## config.mk

```make
export PLATFORM = sky130hd
export DESIGN_NAME = shtg_top
export DESIGN_NICKNAME = d
export VERILOG_FILES = /design/src/include/shtg_pkg.sv /design/src/verilog/shtg_axil.sv /design/src/verilog/shtg_top.sv
export SDC_FILE = /design/constraint.sdc
export NUM_CORES = 1
export LEC_CHECK = 0
export ABC_AREA = 1
export CORE_MARGIN = 1
export CORE_UTILIZATION = 35
export CTS_CLUSTER_DIAMETER = 100
export DETAILED_ROUTE_END_ITERATION = 8
export DONT_BUFFER_PORTS = 1
export GPL_TIMING_DRIVEN = 0
export PLACE_DENSITY = 0.48
export SLEW_MARGIN = 20
export SYNTH_ARGS = -nofsm -noshare
export SYNTH_HDL_FRONTEND = slang
export SYNTH_SLANG_ARGS = --single-unit
export TNS_END_PERCENT = 10
```

## constraint.sdc

```tcl
create_clock -name CORE_CLK_IN -period 2.4 [get_ports CORE_CLK_IN]
set_input_delay 0.24 -clock CORE_CLK_IN [delete_from_list [all_inputs] [get_ports CORE_CLK_IN]]
set_output_delay 0.24 -clock CORE_CLK_IN [all_outputs]
set_load 0.01 [all_outputs]
```

## src/include/shtg_pkg.sv

```systemverilog
// Shared constants and types for the stepper home timing gate
package shtg_pkg;

  // Angles in hundredths of a degree
  localparam int unsigned SEQ_CYCLE_CDEG = 720;
  localparam int unsigned FULL_STEP_CDEG = 72;
  localparam int unsigned HALF_STEP_CDEG = 36;
  localparam int unsigned FULL_STEPS = SEQ_CYCLE_CDEG / FULL_STEP_CDEG;
  localparam int unsigned HALF_STEPS = SEQ_CYCLE_CDEG / HALF_STEP_CDEG;
  localparam int unsigned POS_W = 5;

  // Register byte offsets
  localparam logic [7:0] CTRL_OFS = 8'h00;
  localparam logic [7:0] STATUS_OFS = 8'h04;
  localparam logic [7:0] COUNT_OFS = 8'h08;

  // Control field positions and reset values
  localparam int unsigned CTRL_MODE_BIT = 0;
  localparam int unsigned CTRL_HALF_BIT = 1;
  localparam int unsigned CTRL_RESTART_BIT = 2;
  localparam logic CTRL_MODE_RST = 1'b0;
  localparam logic CTRL_HALF_RST = 1'b0;

  // Status field positions
  localparam int unsigned STAT_POS_LSB = 0;
  localparam int unsigned STAT_ZERO_BIT = 8;
  localparam int unsigned STAT_FIVE_BIT = 9;
  localparam int unsigned STAT_CLASH_BIT = 10;

  // Bus responses
  localparam logic [1:0] RESP_OKAY = 2'h0;
  localparam logic [1:0] RESP_SLVERR = 2'h2;

  // Sequencer move decoded from the pulse inputs
  typedef enum logic [1:0]
  {
    MOVE_HOLD = 2'b00,
    MOVE_FWD = 2'b01,
    MOVE_REV = 2'b10
  } shtg_move_t;

endpackage : shtg_pkg

```

## src/verilog/shtg_axil.sv

```systemverilog
// AXI4-Lite slave front end for the stepper home timing gate
`timescale 1ns/1ps
`default_nettype none
module shtg_axil #(
  parameter int ADDR_W = 8
) (
  input wire logic clk_in,
  input wire logic rst_in,
  input wire logic [ADDR_W-1:0] awaddr_in,
  input wire logic awvalid_in,
  output logic awready_out,
  input wire logic [31:0] wdata_in,
  input wire logic [3:0] wstrb_in,
  input wire logic wvalid_in,
  output logic wready_out,
  output logic [1:0] bresp_out,
  output logic bvalid_out,
  input wire logic bready_in,
  input wire logic [ADDR_W-1:0] araddr_in,
  input wire logic arvalid_in,
  output logic arready_out,
  output logic [31:0] rdata_out,
  output logic [1:0] rresp_out,
  output logic rvalid_out,
  input wire logic rready_in,
  output logic wr_en_out,
  output logic [ADDR_W-1:0] wr_addr_out,
  output logic [31:0] wr_data_out,
  output logic [3:0] wr_strb_out,
  input wire logic wr_ok_in,
  output logic rd_en_out,
  output logic [ADDR_W-1:0] rd_addr_out,
  input wire logic [31:0] rd_data_in,
  input wire logic rd_ok_in
);

  typedef struct packed {
    logic aw_held;
    logic [ADDR_W-1:0] awaddr;
    logic w_held;
    logic [31:0] wdata;
    logic [3:0] wstrb;
    logic bvalid;
    logic [1:0] bresp;
    logic rvalid;
    logic [31:0] rdata;
    logic [1:0] rresp;
  } shtg_axil_t;

  shtg_axil_t s_r;
  shtg_axil_t s_nxt;

  // Channels stay closed while a response waits, so one write at a time
  assign awready_out = !s_r.aw_held && !s_r.bvalid;
  assign wready_out = !s_r.w_held && !s_r.bvalid;
  assign arready_out = !s_r.rvalid;
  assign bvalid_out = s_r.bvalid;
  assign bresp_out = s_r.bresp;
  assign rvalid_out = s_r.rvalid;
  assign rdata_out = s_r.rdata;
  assign rresp_out = s_r.rresp;

  // Core strobes: write once both halves are held, read on the handshake
  assign wr_en_out = s_r.aw_held && s_r.w_held;
  assign wr_addr_out = s_r.awaddr;
  assign wr_data_out = s_r.wdata;
  assign wr_strb_out = s_r.wstrb;
  assign rd_en_out = arvalid_in && !s_r.rvalid;
  assign rd_addr_out = araddr_in;

  // Next state of both channel pairs
  always_comb
  begin
    s_nxt = s_r;
    if (awvalid_in && awready_out)
    begin
      s_nxt.aw_held = 1'b1;
      s_nxt.awaddr = awaddr_in;
    end
    if (wvalid_in && wready_out)
    begin
      s_nxt.w_held = 1'b1;
      s_nxt.wdata = wdata_in;
      s_nxt.wstrb = wstrb_in;
    end
    if (wr_en_out)
    begin
      s_nxt.aw_held = 1'b0;
      s_nxt.w_held = 1'b0;
      s_nxt.bvalid = 1'b1;
      s_nxt.bresp = wr_ok_in ? shtg_pkg::RESP_OKAY : shtg_pkg::RESP_SLVERR;
    end
    if (s_r.bvalid && bready_in)
    begin
      s_nxt.bvalid = 1'b0;
    end
    if (rd_en_out)
    begin
      s_nxt.rvalid = 1'b1;
      s_nxt.rdata = rd_data_in;
      s_nxt.rresp = rd_ok_in ? shtg_pkg::RESP_OKAY : shtg_pkg::RESP_SLVERR;
    end
    else if (s_r.rvalid && rready_in)
    begin
      s_nxt.rvalid = 1'b0;
    end
  end

  // State register
  always_ff @(posedge clk_in)
  begin
    if (rst_in)
    begin
      s_r <= '0;
    end
    else
    begin
      s_r <= s_nxt;
    end
  end

endmodule : shtg_axil
`default_nettype wire

```

## src/verilog/shtg_top.sv

```systemverilog
// Excitation sequence tracker with step zero timing output
// Overview of operation
// - Timing flag is high exactly while the sequence sits at step 0.
// - Reset puts the sequence at step 0, so the flag is high at once.
// - Every accepted step pulse moves the sequence by exactly one step, unless a same-cycle restart or resolution change rehomes it.
// - Sequence wraps to step 0 after 7.2 degrees of shaft rotation.
// - Stopping on the flag always leaves the shaft at excitation step 0.
// - Full step 0.72 degrees, half step 0.36 alternating four/five phases.
// - Pulse and direction, or one pulse line per rotation direction.
`timescale 1ns/1ps
`default_nettype none
module shtg_top #(
  parameter int ADDR_W = 8,
  parameter int FULL_STEPS = shtg_pkg::FULL_STEPS,
  parameter int HALF_STEPS = shtg_pkg::HALF_STEPS
) (
  input wire logic CORE_CLK_IN,
  input wire logic RST_IN,
  input wire logic STEP_PULSE_IN,
  input wire logic STEP_DIR_IN,
  input wire logic CW_PULSE_IN,
  input wire logic CCW_PULSE_IN,
  output logic EXCITATION_STEP_ZERO_FLAG_OUT,
  output logic FIVE_PHASE_OUT,
  input wire logic [ADDR_W-1:0] AXI_AWADDR_IN,
  input wire logic AXI_AWVALID_IN,
  output logic AXI_AWREADY_OUT,
  input wire logic [31:0] AXI_WDATA_IN,
  input wire logic [3:0] AXI_WSTRB_IN,
  input wire logic AXI_WVALID_IN,
  output logic AXI_WREADY_OUT,
  output logic [1:0] AXI_BRESP_OUT,
  output logic AXI_BVALID_OUT,
  input wire logic AXI_BREADY_IN,
  input wire logic [ADDR_W-1:0] AXI_ARADDR_IN,
  input wire logic AXI_ARVALID_IN,
  output logic AXI_ARREADY_OUT,
  output logic [31:0] AXI_RDATA_OUT,
  output logic [1:0] AXI_RRESP_OUT,
  output logic AXI_RVALID_OUT,
  input wire logic AXI_RREADY_IN
);

  localparam int PW = shtg_pkg::POS_W;
  localparam logic [PW-1:0] FULL_LAST = PW'(FULL_STEPS - 1);
  localparam logic [PW-1:0] HALF_LAST = PW'(HALF_STEPS - 1);

  typedef struct packed {
    logic [PW-1:0] pos;
    logic zero;
    logic five;
    logic mode;
    logic half;
    logic clash;
    logic pulse_q;
    logic cw_q;
    logic ccw_q;
    logic [31:0] count;
  } shtg_core_t;

  // Pulse history resets high so a line already high at release is no step
  localparam shtg_core_t CORE_RST = '{
    pos: '0,
    zero: 1'b1,
    five: 1'b0,
    mode: shtg_pkg::CTRL_MODE_RST,
    half: shtg_pkg::CTRL_HALF_RST,
    clash: 1'b0,
    pulse_q: 1'b1,
    cw_q: 1'b1,
    ccw_q: 1'b1,
    count: '0
  };

  shtg_core_t s_r;
  shtg_core_t s_nxt;
  shtg_pkg::shtg_move_t move;
  logic [PW-1:0] last_pos;
  logic pulse_rise;
  logic cw_rise;
  logic ccw_rise;
  logic clash_now;
  logic ctrl_wr;
  logic clash_clr;
  logic wr_en;
  logic [ADDR_W-1:0] wr_addr;
  logic [31:0] wr_data;
  logic [3:0] wr_strb;
  logic wr_ok;
  logic rd_en;
  logic [ADDR_W-1:0] rd_addr;
  logic [31:0] rd_data;
  logic rd_ok;

  // Bus front end
  shtg_axil #(
    .ADDR_W(ADDR_W)
  ) u_axil (
    .clk_in(CORE_CLK_IN),
    .rst_in(RST_IN),
    .awaddr_in(AXI_AWADDR_IN),
    .awvalid_in(AXI_AWVALID_IN),
    .awready_out(AXI_AWREADY_OUT),
    .wdata_in(AXI_WDATA_IN),
    .wstrb_in(AXI_WSTRB_IN),
    .wvalid_in(AXI_WVALID_IN),
    .wready_out(AXI_WREADY_OUT),
    .bresp_out(AXI_BRESP_OUT),
    .bvalid_out(AXI_BVALID_OUT),
    .bready_in(AXI_BREADY_IN),
    .araddr_in(AXI_ARADDR_IN),
    .arvalid_in(AXI_ARVALID_IN),
    .arready_out(AXI_ARREADY_OUT),
    .rdata_out(AXI_RDATA_OUT),
    .rresp_out(AXI_RRESP_OUT),
    .rvalid_out(AXI_RVALID_OUT),
    .rready_in(AXI_RREADY_IN),
    .wr_en_out(wr_en),
    .wr_addr_out(wr_addr),
    .wr_data_out(wr_data),
    .wr_strb_out(wr_strb),
    .wr_ok_in(wr_ok),
    .rd_en_out(rd_en),
    .rd_addr_out(rd_addr),
    .rd_data_in(rd_data),
    .rd_ok_in(rd_ok)
  );

  // Rising edges of the pulse lines
  assign pulse_rise = STEP_PULSE_IN && !s_r.pulse_q;
  assign cw_rise = CW_PULSE_IN && !s_r.cw_q;
  assign ccw_rise = CCW_PULSE_IN && !s_r.ccw_q;

  // Last step of the 7.2 degree cycle for the chosen resolution
  assign last_pos = s_r.half ? HALF_LAST : FULL_LAST;

  // Register writes that touch the sequencer
  assign ctrl_wr = wr_en && (wr_addr == ADDR_W'(shtg_pkg::CTRL_OFS))
    && wr_strb[0];
  assign clash_clr = wr_en && (wr_addr == ADDR_W'(shtg_pkg::STATUS_OFS))
    && wr_strb[1] && wr_data[shtg_pkg::STAT_CLASH_BIT];

  // Offsets that exist accept any write; the rest answer with an error
  assign wr_ok = (wr_addr == ADDR_W'(shtg_pkg::CTRL_OFS))
    || (wr_addr == ADDR_W'(shtg_pkg::STATUS_OFS))
    || (wr_addr == ADDR_W'(shtg_pkg::COUNT_OFS));

  // Pulse decode by input mode
  always_comb
  begin
    move = shtg_pkg::MOVE_HOLD;
    clash_now = 1'b0;
    if (!s_r.mode)
    begin
      // Pulse plus direction level, high means clockwise
      if (pulse_rise)
      begin
        move = STEP_DIR_IN ? shtg_pkg::MOVE_FWD : shtg_pkg::MOVE_REV;
      end
    end
    else
    begin
      // Both lines at once cannot be resolved, so neither moves
      if (cw_rise && ccw_rise)
      begin
        clash_now = 1'b1;
      end
      else if (cw_rise)
      begin
        move = shtg_pkg::MOVE_FWD;
      end
      else if (ccw_rise)
      begin
        move = shtg_pkg::MOVE_REV;
      end
    end
  end

  // Sequencer and register next state
  always_comb
  begin
    s_nxt = s_r;
    s_nxt.pulse_q = STEP_PULSE_IN;
    s_nxt.cw_q = CW_PULSE_IN;
    s_nxt.ccw_q = CCW_PULSE_IN;
    case (move)
      shtg_pkg::MOVE_FWD:
      begin
        s_nxt.pos = (s_r.pos == last_pos) ? '0
          : s_r.pos + PW'(1);
        s_nxt.count = s_r.count + 32'h1;
      end
      shtg_pkg::MOVE_REV:
      begin
        s_nxt.pos = (s_r.pos == '0) ? last_pos
          : s_r.pos - PW'(1);
        s_nxt.count = s_r.count + 32'h1;
      end
      default:
      begin
        s_nxt.pos = s_r.pos;
      end
    endcase
    // A resolution change or a restart would leave a stale phase, so rehome
    if (ctrl_wr)
    begin
      s_nxt.mode = wr_data[shtg_pkg::CTRL_MODE_BIT];
      s_nxt.half = wr_data[shtg_pkg::CTRL_HALF_BIT];
      if (wr_data[shtg_pkg::CTRL_RESTART_BIT]
          || (wr_data[shtg_pkg::CTRL_HALF_BIT] != s_r.half))
      begin
        s_nxt.pos = '0;
      end
    end
    // Clear first, so a clash in the same cycle still sets the flag
    if (clash_clr)
    begin
      s_nxt.clash = 1'b0;
    end
    if (clash_now)
    begin
      s_nxt.clash = 1'b1;
    end
    s_nxt.zero = (s_nxt.pos == '0);
    s_nxt.five = s_nxt.half && s_nxt.pos[0];
  end

  // State register; reset lands on the initial excitation step
  always_ff @(posedge CORE_CLK_IN)
  begin
    if (RST_IN)
    begin
      s_r <= CORE_RST;
    end
    else
    begin
      s_r <= s_nxt;
    end
  end

  assign EXCITATION_STEP_ZERO_FLAG_OUT = s_r.zero;
  assign FIVE_PHASE_OUT = s_r.five;

  // Read mux; unmapped offsets read zero with an error response
  always_comb
  begin
    rd_data = 32'h0;
    rd_ok = 1'b1;
    if (rd_addr == ADDR_W'(shtg_pkg::CTRL_OFS))
    begin
      rd_data[shtg_pkg::CTRL_MODE_BIT] = s_r.mode;
      rd_data[shtg_pkg::CTRL_HALF_BIT] = s_r.half;
    end
    else if (rd_addr == ADDR_W'(shtg_pkg::STATUS_OFS))
    begin
      rd_data[shtg_pkg::STAT_POS_LSB +: PW] = s_r.pos;
      rd_data[shtg_pkg::STAT_ZERO_BIT] = s_r.zero;
      rd_data[shtg_pkg::STAT_FIVE_BIT] = s_r.five;
      rd_data[shtg_pkg::STAT_CLASH_BIT] = s_r.clash;
    end
    else if (rd_addr == ADDR_W'(shtg_pkg::COUNT_OFS))
    begin
      rd_data = s_r.count;
    end
    else
    begin
      rd_ok = 1'b0;
    end
  end
endmodule : shtg_top
`default_nettype wire

```

* After elaboration in Yosys (flattened, before gate mapping)
Index checks and enable logic that the tools add are counted.
Operators by class: bitwise operators 0, mux-type cells 31, $mul 0, shifts and indexed selects 0, add/sub/neg operators 3, $lt $le $gt $ge 0, divide/modulo/power cells 0, eq/ne operators 8, reductions and logical operators 37
Operator list (number):
- 32-bit by 1-bit adder with 32-bit output (second input constant) | 1
- 32-bit two-way mux | 1
- 30-bit two-way mux | 1
- 5-bit two-way mux | 6
- 21-bit two-way mux | 1
- 1-bit logical AND | 18
- 2-bit two-way mux | 9
- 8-bit by 3-bit equality test with 1-bit output (second input constant) | 2
- 8-bit by 4-bit equality test with 1-bit output (second input constant) | 2
- 8-bit zero test | 2
- 5-bit zero test | 2
- 1-bit two-way mux | 10
- 5-bit one-hot mux with 2 select lines | 1
- 1-bit zero test | 7
- 3-bit two-way mux | 2
- 2-bit OR reduction | 3
- 5-bit by 1-bit adder with 5-bit output (second input constant) | 1
- 5-bit equality test | 1
- 5-bit by 1-bit subtractor with 5-bit output (second input constant) | 1
- 2-bit nonzero test | 2
- 1-bit logical OR | 3
- 2-bit by 1-bit equality test with 1-bit output (second input constant) | 1
- 2-bit equality test (second input constant) | 1
- 1-bit inequality test | 1
Word-level totals: memories kept 0, memory bits (read-only) 0, bits in latches 0, register bits 106, word-level logic and storage cells 99, memory bits (writable) 0, input bits 63, output and inout bits 43

* Depth between registers and ports, before layout
depth in word-level cells 11, mapped depth 15

* Cells and area by module
Synthesis repeated with hierarchy kept, for this count alone.
Unflattened totals: cells, all modules 1051, area total of the unflattened synthesis 6966.7 um^2
By module, submodules not included:
- shtg_axil | area each 3950.0 um^2, cells each 547, sequential area each 1641.6 um^2, instances 1
- shtg_top | area each 3016.6 um^2, cells each 504, sequential area each 900.9 um^2, instances 1

* Least setup slack after synthesis
OpenSTA, ideal clock, no wires.
kind flip-flop to flip-flop, start point reg s_r[32] (netlist name), end point reg s_r[23] (netlist name), cell stages (with the launch flop) 15, setup slack 0.338 ns, arrival time 1.934 ns, setup time 0.128 ns, clock period less this slack 2.062 ns, data required time 2.272 ns, path through dfxtp_1 -> nor2_1 -> inv_1 -> a32oi_1 -> inv_1 -> ha_1 -> buf_6 -> nor3_1 -> nand3_2 -> nor2_4 -> nand3_2 -> nor2_1 -> nand2_1 -> nand2_1 -> nor2_1
Between the ends: word-level cells in the longest chain between the ends 8
RTL lines:
- start, declared | RTL line shtg_top.sv:75 | shtg_core_t s_r;
- start signal, assigned | RTL line shtg_top.sv:237 | s_r <= s_nxt;
- 1-bit zero test (*) | RTL line shtg_top.sv:132 | assign ccw_rise = CCW_PULSE_IN && !s_r.ccw_q;
- 1-bit logical AND (*) | RTL line shtg_top.sv:132
- 2-bit two-way mux | RTL line shtg_top.sv:172 | else if (ccw_rise)
- 2-bit two-way mux | RTL line shtg_top.sv:168 | else if (cw_rise)
- 2-bit two-way mux (*) | RTL line shtg_top.sv:164 | if (cw_rise && ccw_rise)
- 2-bit two-way mux (*) | RTL line shtg_top.sv:153 | if (!s_r.mode)
- 2-bit equality test or 2-bit by 1-bit equality test with 1-bit output (tied branches) | RTL line shtg_top.sv:186 | case (move)
- 2-bit OR reduction (no source line) (*)
Every way passes the cells marked *; elsewhere a longest branch is shown, timed or not. A chain may end at the register's enable or synchronous reset.

* Worst setup path in the final report
start point in STEP_PULSE_IN, end point reg s_r[23] (netlist name)
Between the ends: word-level cells in the longest chain between the ends 5
RTL lines:
- start, declared | RTL line shtg_top.sv:19 | input wire logic STEP_PULSE_IN,
- 1-bit logical AND (*) | RTL line shtg_top.sv:130 | assign pulse_rise = STEP_PULSE_IN && !s_r.pulse_q;
- 2-bit two-way mux (*) | RTL line shtg_top.sv:156 | if (pulse_rise)
- 2-bit two-way mux (*) | RTL line shtg_top.sv:153
- 2-bit equality test or 2-bit by 1-bit equality test with 1-bit output (tied branches) | RTL line shtg_top.sv:186
- 2-bit OR reduction (no source line) (*)
Marks and branches as above.

==> results.md <==
- Status: complete, no violations
- Worst Path Required: 2.62 ns
- Vias in the first global route: 4333
- # IOs: 106
- Origin of the critical flop-to-flop path: s_r[32]
- Setup crit start kind: input port
- Hold Path Class: input port to flip-flop
- DR iter-0 viols: 264
- Proportion of layout cells with a drive suffix above 1: 11.2%
- Met1 GRT Util: 24.2%
- RSZ-0062 raised after global routing: no
- Via count: 4692
- Most used DFF post-synth: dfxtp_1
- Post-Syn Instances: 749
- Placer Congestion: 0.894
- GRT Total Usage: 19.3%
- Nets@finish: 833
- YS warnings: 0
- Top cells by instance count after synthesis: nand2_1, dfxtp_1, nor2_1, inv_1, nand3_1
- Final Hold Vio Count: 0
- GR Overflow Total: 0
- Die W: 122 µm
- Sequential area share after synthesis: 38.6%
- Core ar.: 0.0139 mm²
- Port Buffers: 0
- CP max FO: 10
- Worst-Margin Slew: 0.758 ns
- Leakage: 2.25 nW
- Final slew viol count: 0
- Cell accounting for the most synthesized area: dfxtp_1
- Site Rows: 43
- Vias/cell: 4.94
- CTS tree: yes
- Synth unique cells: 41
- Sequential Power Share: 47.4%
- Pwr dens: 631 mW/mm²
- Clock power share: 44.1%
- Crit Path Class: input port to flip-flop
- Num CTS Buffers: 9
- Fin util: 40.6%
- Final ANT Viol Nets: 0
- Register-to-register setup slack: 0.17 ns
- Root Driver: clkbuf_16
- Final instance area: 0.00565 mm²
- Worst reg2reg path depth: 14
- Switching power: 958 µW
- Combinational power share: 8.5%
- Pre-antenna DRT Iters: 5
- Clock slew at reported path FFs: 0.07 ns
- Clock Skew: 0.00746 ns
- M3 GR Usage: 3.60%
- Hold path depth: 2
- Min Clock Period, post-route: 2.26 ns
- Synth async-reset ratio: 0%
- Dpl hpwl: 10.4 mm
- Endpoints failing setup: 0
- Hold endpoint: u_axil.wr_addr_out[3]
- P&R area growth vs syn: 12.4%
- R2R Path End: s_r[23]
- Worst IR drop on VDD: 0.295 mV
- DP Area: 0.00526 mm²
- Full die area: 0.0149 mm²
- Cell area after synthesis: 0.00503 mm²
- Post-CTS Setup Inserts: 0
- Total routed wirelength: 13.8 mm
- Initial antenna violation count: 0
- Die H: 122 µm
- GR peak layer: met2
- Most frequent cell after synthesis: nand2_1
- CP Data Arrival Time: 2.48 ns
- Number of synthesized register bits: 97
- Relative slew slack: 49.4%
- Int Pwr: 2.61 mW
- Sw Share: 26.8%
- Synth Area per Inst: 6.72 µm²
- Starting Density: 36.1%
- Drt wl/cell: 14.5 µm
- Top-area cell type share of the netlist area: 38.6%
- Final antenna diode count: 0
- Pin count of the biggest net entering global routing: 19
- Number of synthesized flops with an enable pin: 0
- Clock Latency Late Sink: 0.36 ns
- Fin crit share: 94.1%
- CP endpoint kind: flip-flop
- Area contributors post-synth: dfxtp_1, nand2_1, nor2_1, nand3_1, a21oi_1
- TNS Setup: 0 ns
- FMAX: 443 MHz
- Met2 GRT Util: 32.0%
- CTS Sinks: 97
- Clock buffer depth: 2
- Max-cap violations: 0
- Remaining DRCs: 0
- H-tree depth: 3
- Hold Path Origin: AXI_AWADDR_IN[3]
- First-pass GRT wire length: 21.9 mm
[critical path, stage by stage]
cell and delay [ns]:
dlygate4sd3_1 0.54, inv_1 0.09, nor3_2 0.06, a32oi_2 0.20, inv_1 0.06, ha_1 0.30, buf_6 0.15, nor3_2 0.19
nand3_2 0.12, nor2_4 0.16, nand3_2 0.12, nor2_1 0.11, nand2_1 0.05, nand2_1 0.06, nor2_1 0.03
[cells in the final DEF (no fill, tap or decap), types with 2 or more instances in the layout]
| cell type | synthesis | layout |
|---|---|---|
| nand3_2 | 2 | 2 |
| buf_4 | 38 | 38 |
| clkbuf_16 | 0 | 9 |
| clkbuf_2 | 0 | 3 |
| a211oi_1 | 2 | 2 |
| dlygate4sd3_1 | 0 | 4 |
| clkbuf_1 | 18 | 15 |
| o211ai_1 | 4 | 4 |
| inv_6 | 0 | 3 |
| inv_8 | 0 | 2 |
| nor2_2 | 4 | 6 |
| a32oi_2 | 0 | 2 |
| nor4_1 | 3 | 3 |
| nand3_1 | 64 | 64 |
| nor3_1 | 23 | 21 |
| ha_1 | 5 | 5 |
| o2bb2ai_1 | 3 | 3 |
| inv_1 | 73 | 73 |
| conb_1 | 1 | 2 |
| inv_2 | 3 | 3 |
| xor2_1 | 5 | 5 |
| nor2_1 | 94 | 92 |
| nand2_2 | 3 | 3 |
| nand3b_1 | 3 | 3 |
| nand2_1 | 185 | 185 |
| dfxtp_1 | 97 | 96 |
| o21ai_0 | 32 | 32 |
| buf_2 | 2 | 2 |
| nor3_2 | 2 | 4 |
| nand4_1 | 8 | 8 |
| a21oi_1 | 58 | 58 |
[worst max path at each step]
stage	slack [ns]	start	end	depth (start not counted)
6_report	0.14	STEP_PULSE_IN	s_r[23]	15
5_1_grt	0.02	STEP_PULSE_IN	s_r[23]	15
4_1_cts	0.06	s_r[32]	s_r[23]	14
3_5_place_dp	-0.19	s_r[37]	s_r[21]	9
3_3_place_gp	-0.15	s_r[37]	EXCITATION_STEP_ZERO_FLAG_OUT	11
2_1_floorplan	0.34	s_r[32]	s_r[23]	14
[what timing repair did]
| action | 4_1_cts | 5_1_grt |
|---|---|---|
| endpoints found under the hold margin | 4 | 0 |
| hold buffers | 4 | 0 |
| resized for setup | 4 | 6 |
| setup endpoints to repair | 14 | 14 |
| pin swaps | 0 | 1 |
[routing by layer]
layer | vias up | routed length, µm
met2 | 94 | 6550
met5 | - | 0
met4 | 0 | 319
met1 | 2163 | 6260
met3 | 20 | 624
li1 | 2415 | -
[layout make-up]
class                           instances  area [µm²]
Timing Repair Buffer                    4        40.0
Sequential cell                        97        1940
Inverter                               77         289
Multi-Input combinational cell        516        2450
Clock inverter                          6        78.8
Fill cell                            1496        8280
Tap cell                              180         225
Buffer                                 60         382
Clock buffer                           10         239
[power groups by stage]
| stage | Clock (mW) | Sequential, mW | Combinational (mW) |
|---|---|---|---|
| 6_report | 1.57 | 1.69 | 0.303 |
| 5_1_grt | 1.67 | 1.70 | 0.344 |
| 4_1_cts | 1.61 | 1.69 | 0.303 |
| 3_5_place_dp | 0 | 1.73 | 0.296 |
| 3_3_place_gp | 0 | 1.73 | 0.293 |
| 2_1_floorplan | 0 | 1.72 | 0.218 |
[per-stage QoR]
stage | worst slack [ns] | std cells | power (mW) | hold slack (ns)
2_1_floorplan | 0.338 | 750 | 1.94 | 0.336
5_1_grt | 0.0188 | 950 | 3.71 | 0.0425
3_5_place_dp | -0.191 | 930 | 2.03 | 0.347
3_3_place_gp | -0.155 | 930 | 2.02 | 0.341
6_report | 0.142 | 950 | 3.57 | 0.0472
4_1_cts | 0.0599 | 950 | 3.61 | 0.0367
[logic make-up after synthesis]
kind of cell / after synthesis / synth area share, %
DFF: 97 / 38.6
buffers and inverters: 137 / 13.3
AOI/OAI and AO/OA: 105 / 11.2
adders and majority gates: 5 / 1.24
and+or+nand+nor: 398 / 34.6
other: 1 / 0.0746
xor gates and xnor gates: 6 / 1.04
[sequential cells by signal, summed over array words and instances (netlist names), 2 cells and up]
| name | flops |
|---|---|
| u_axil.s_r | 2 |
| u_axil.rdata_out | 32 |
| u_axil.wr_data_out | 4 |
| u_axil.wr_strb_out | 2 |
| u_axil.wr_addr_out | 8 |
| s_r | 43 |
(Power assumes the default switching activity.)
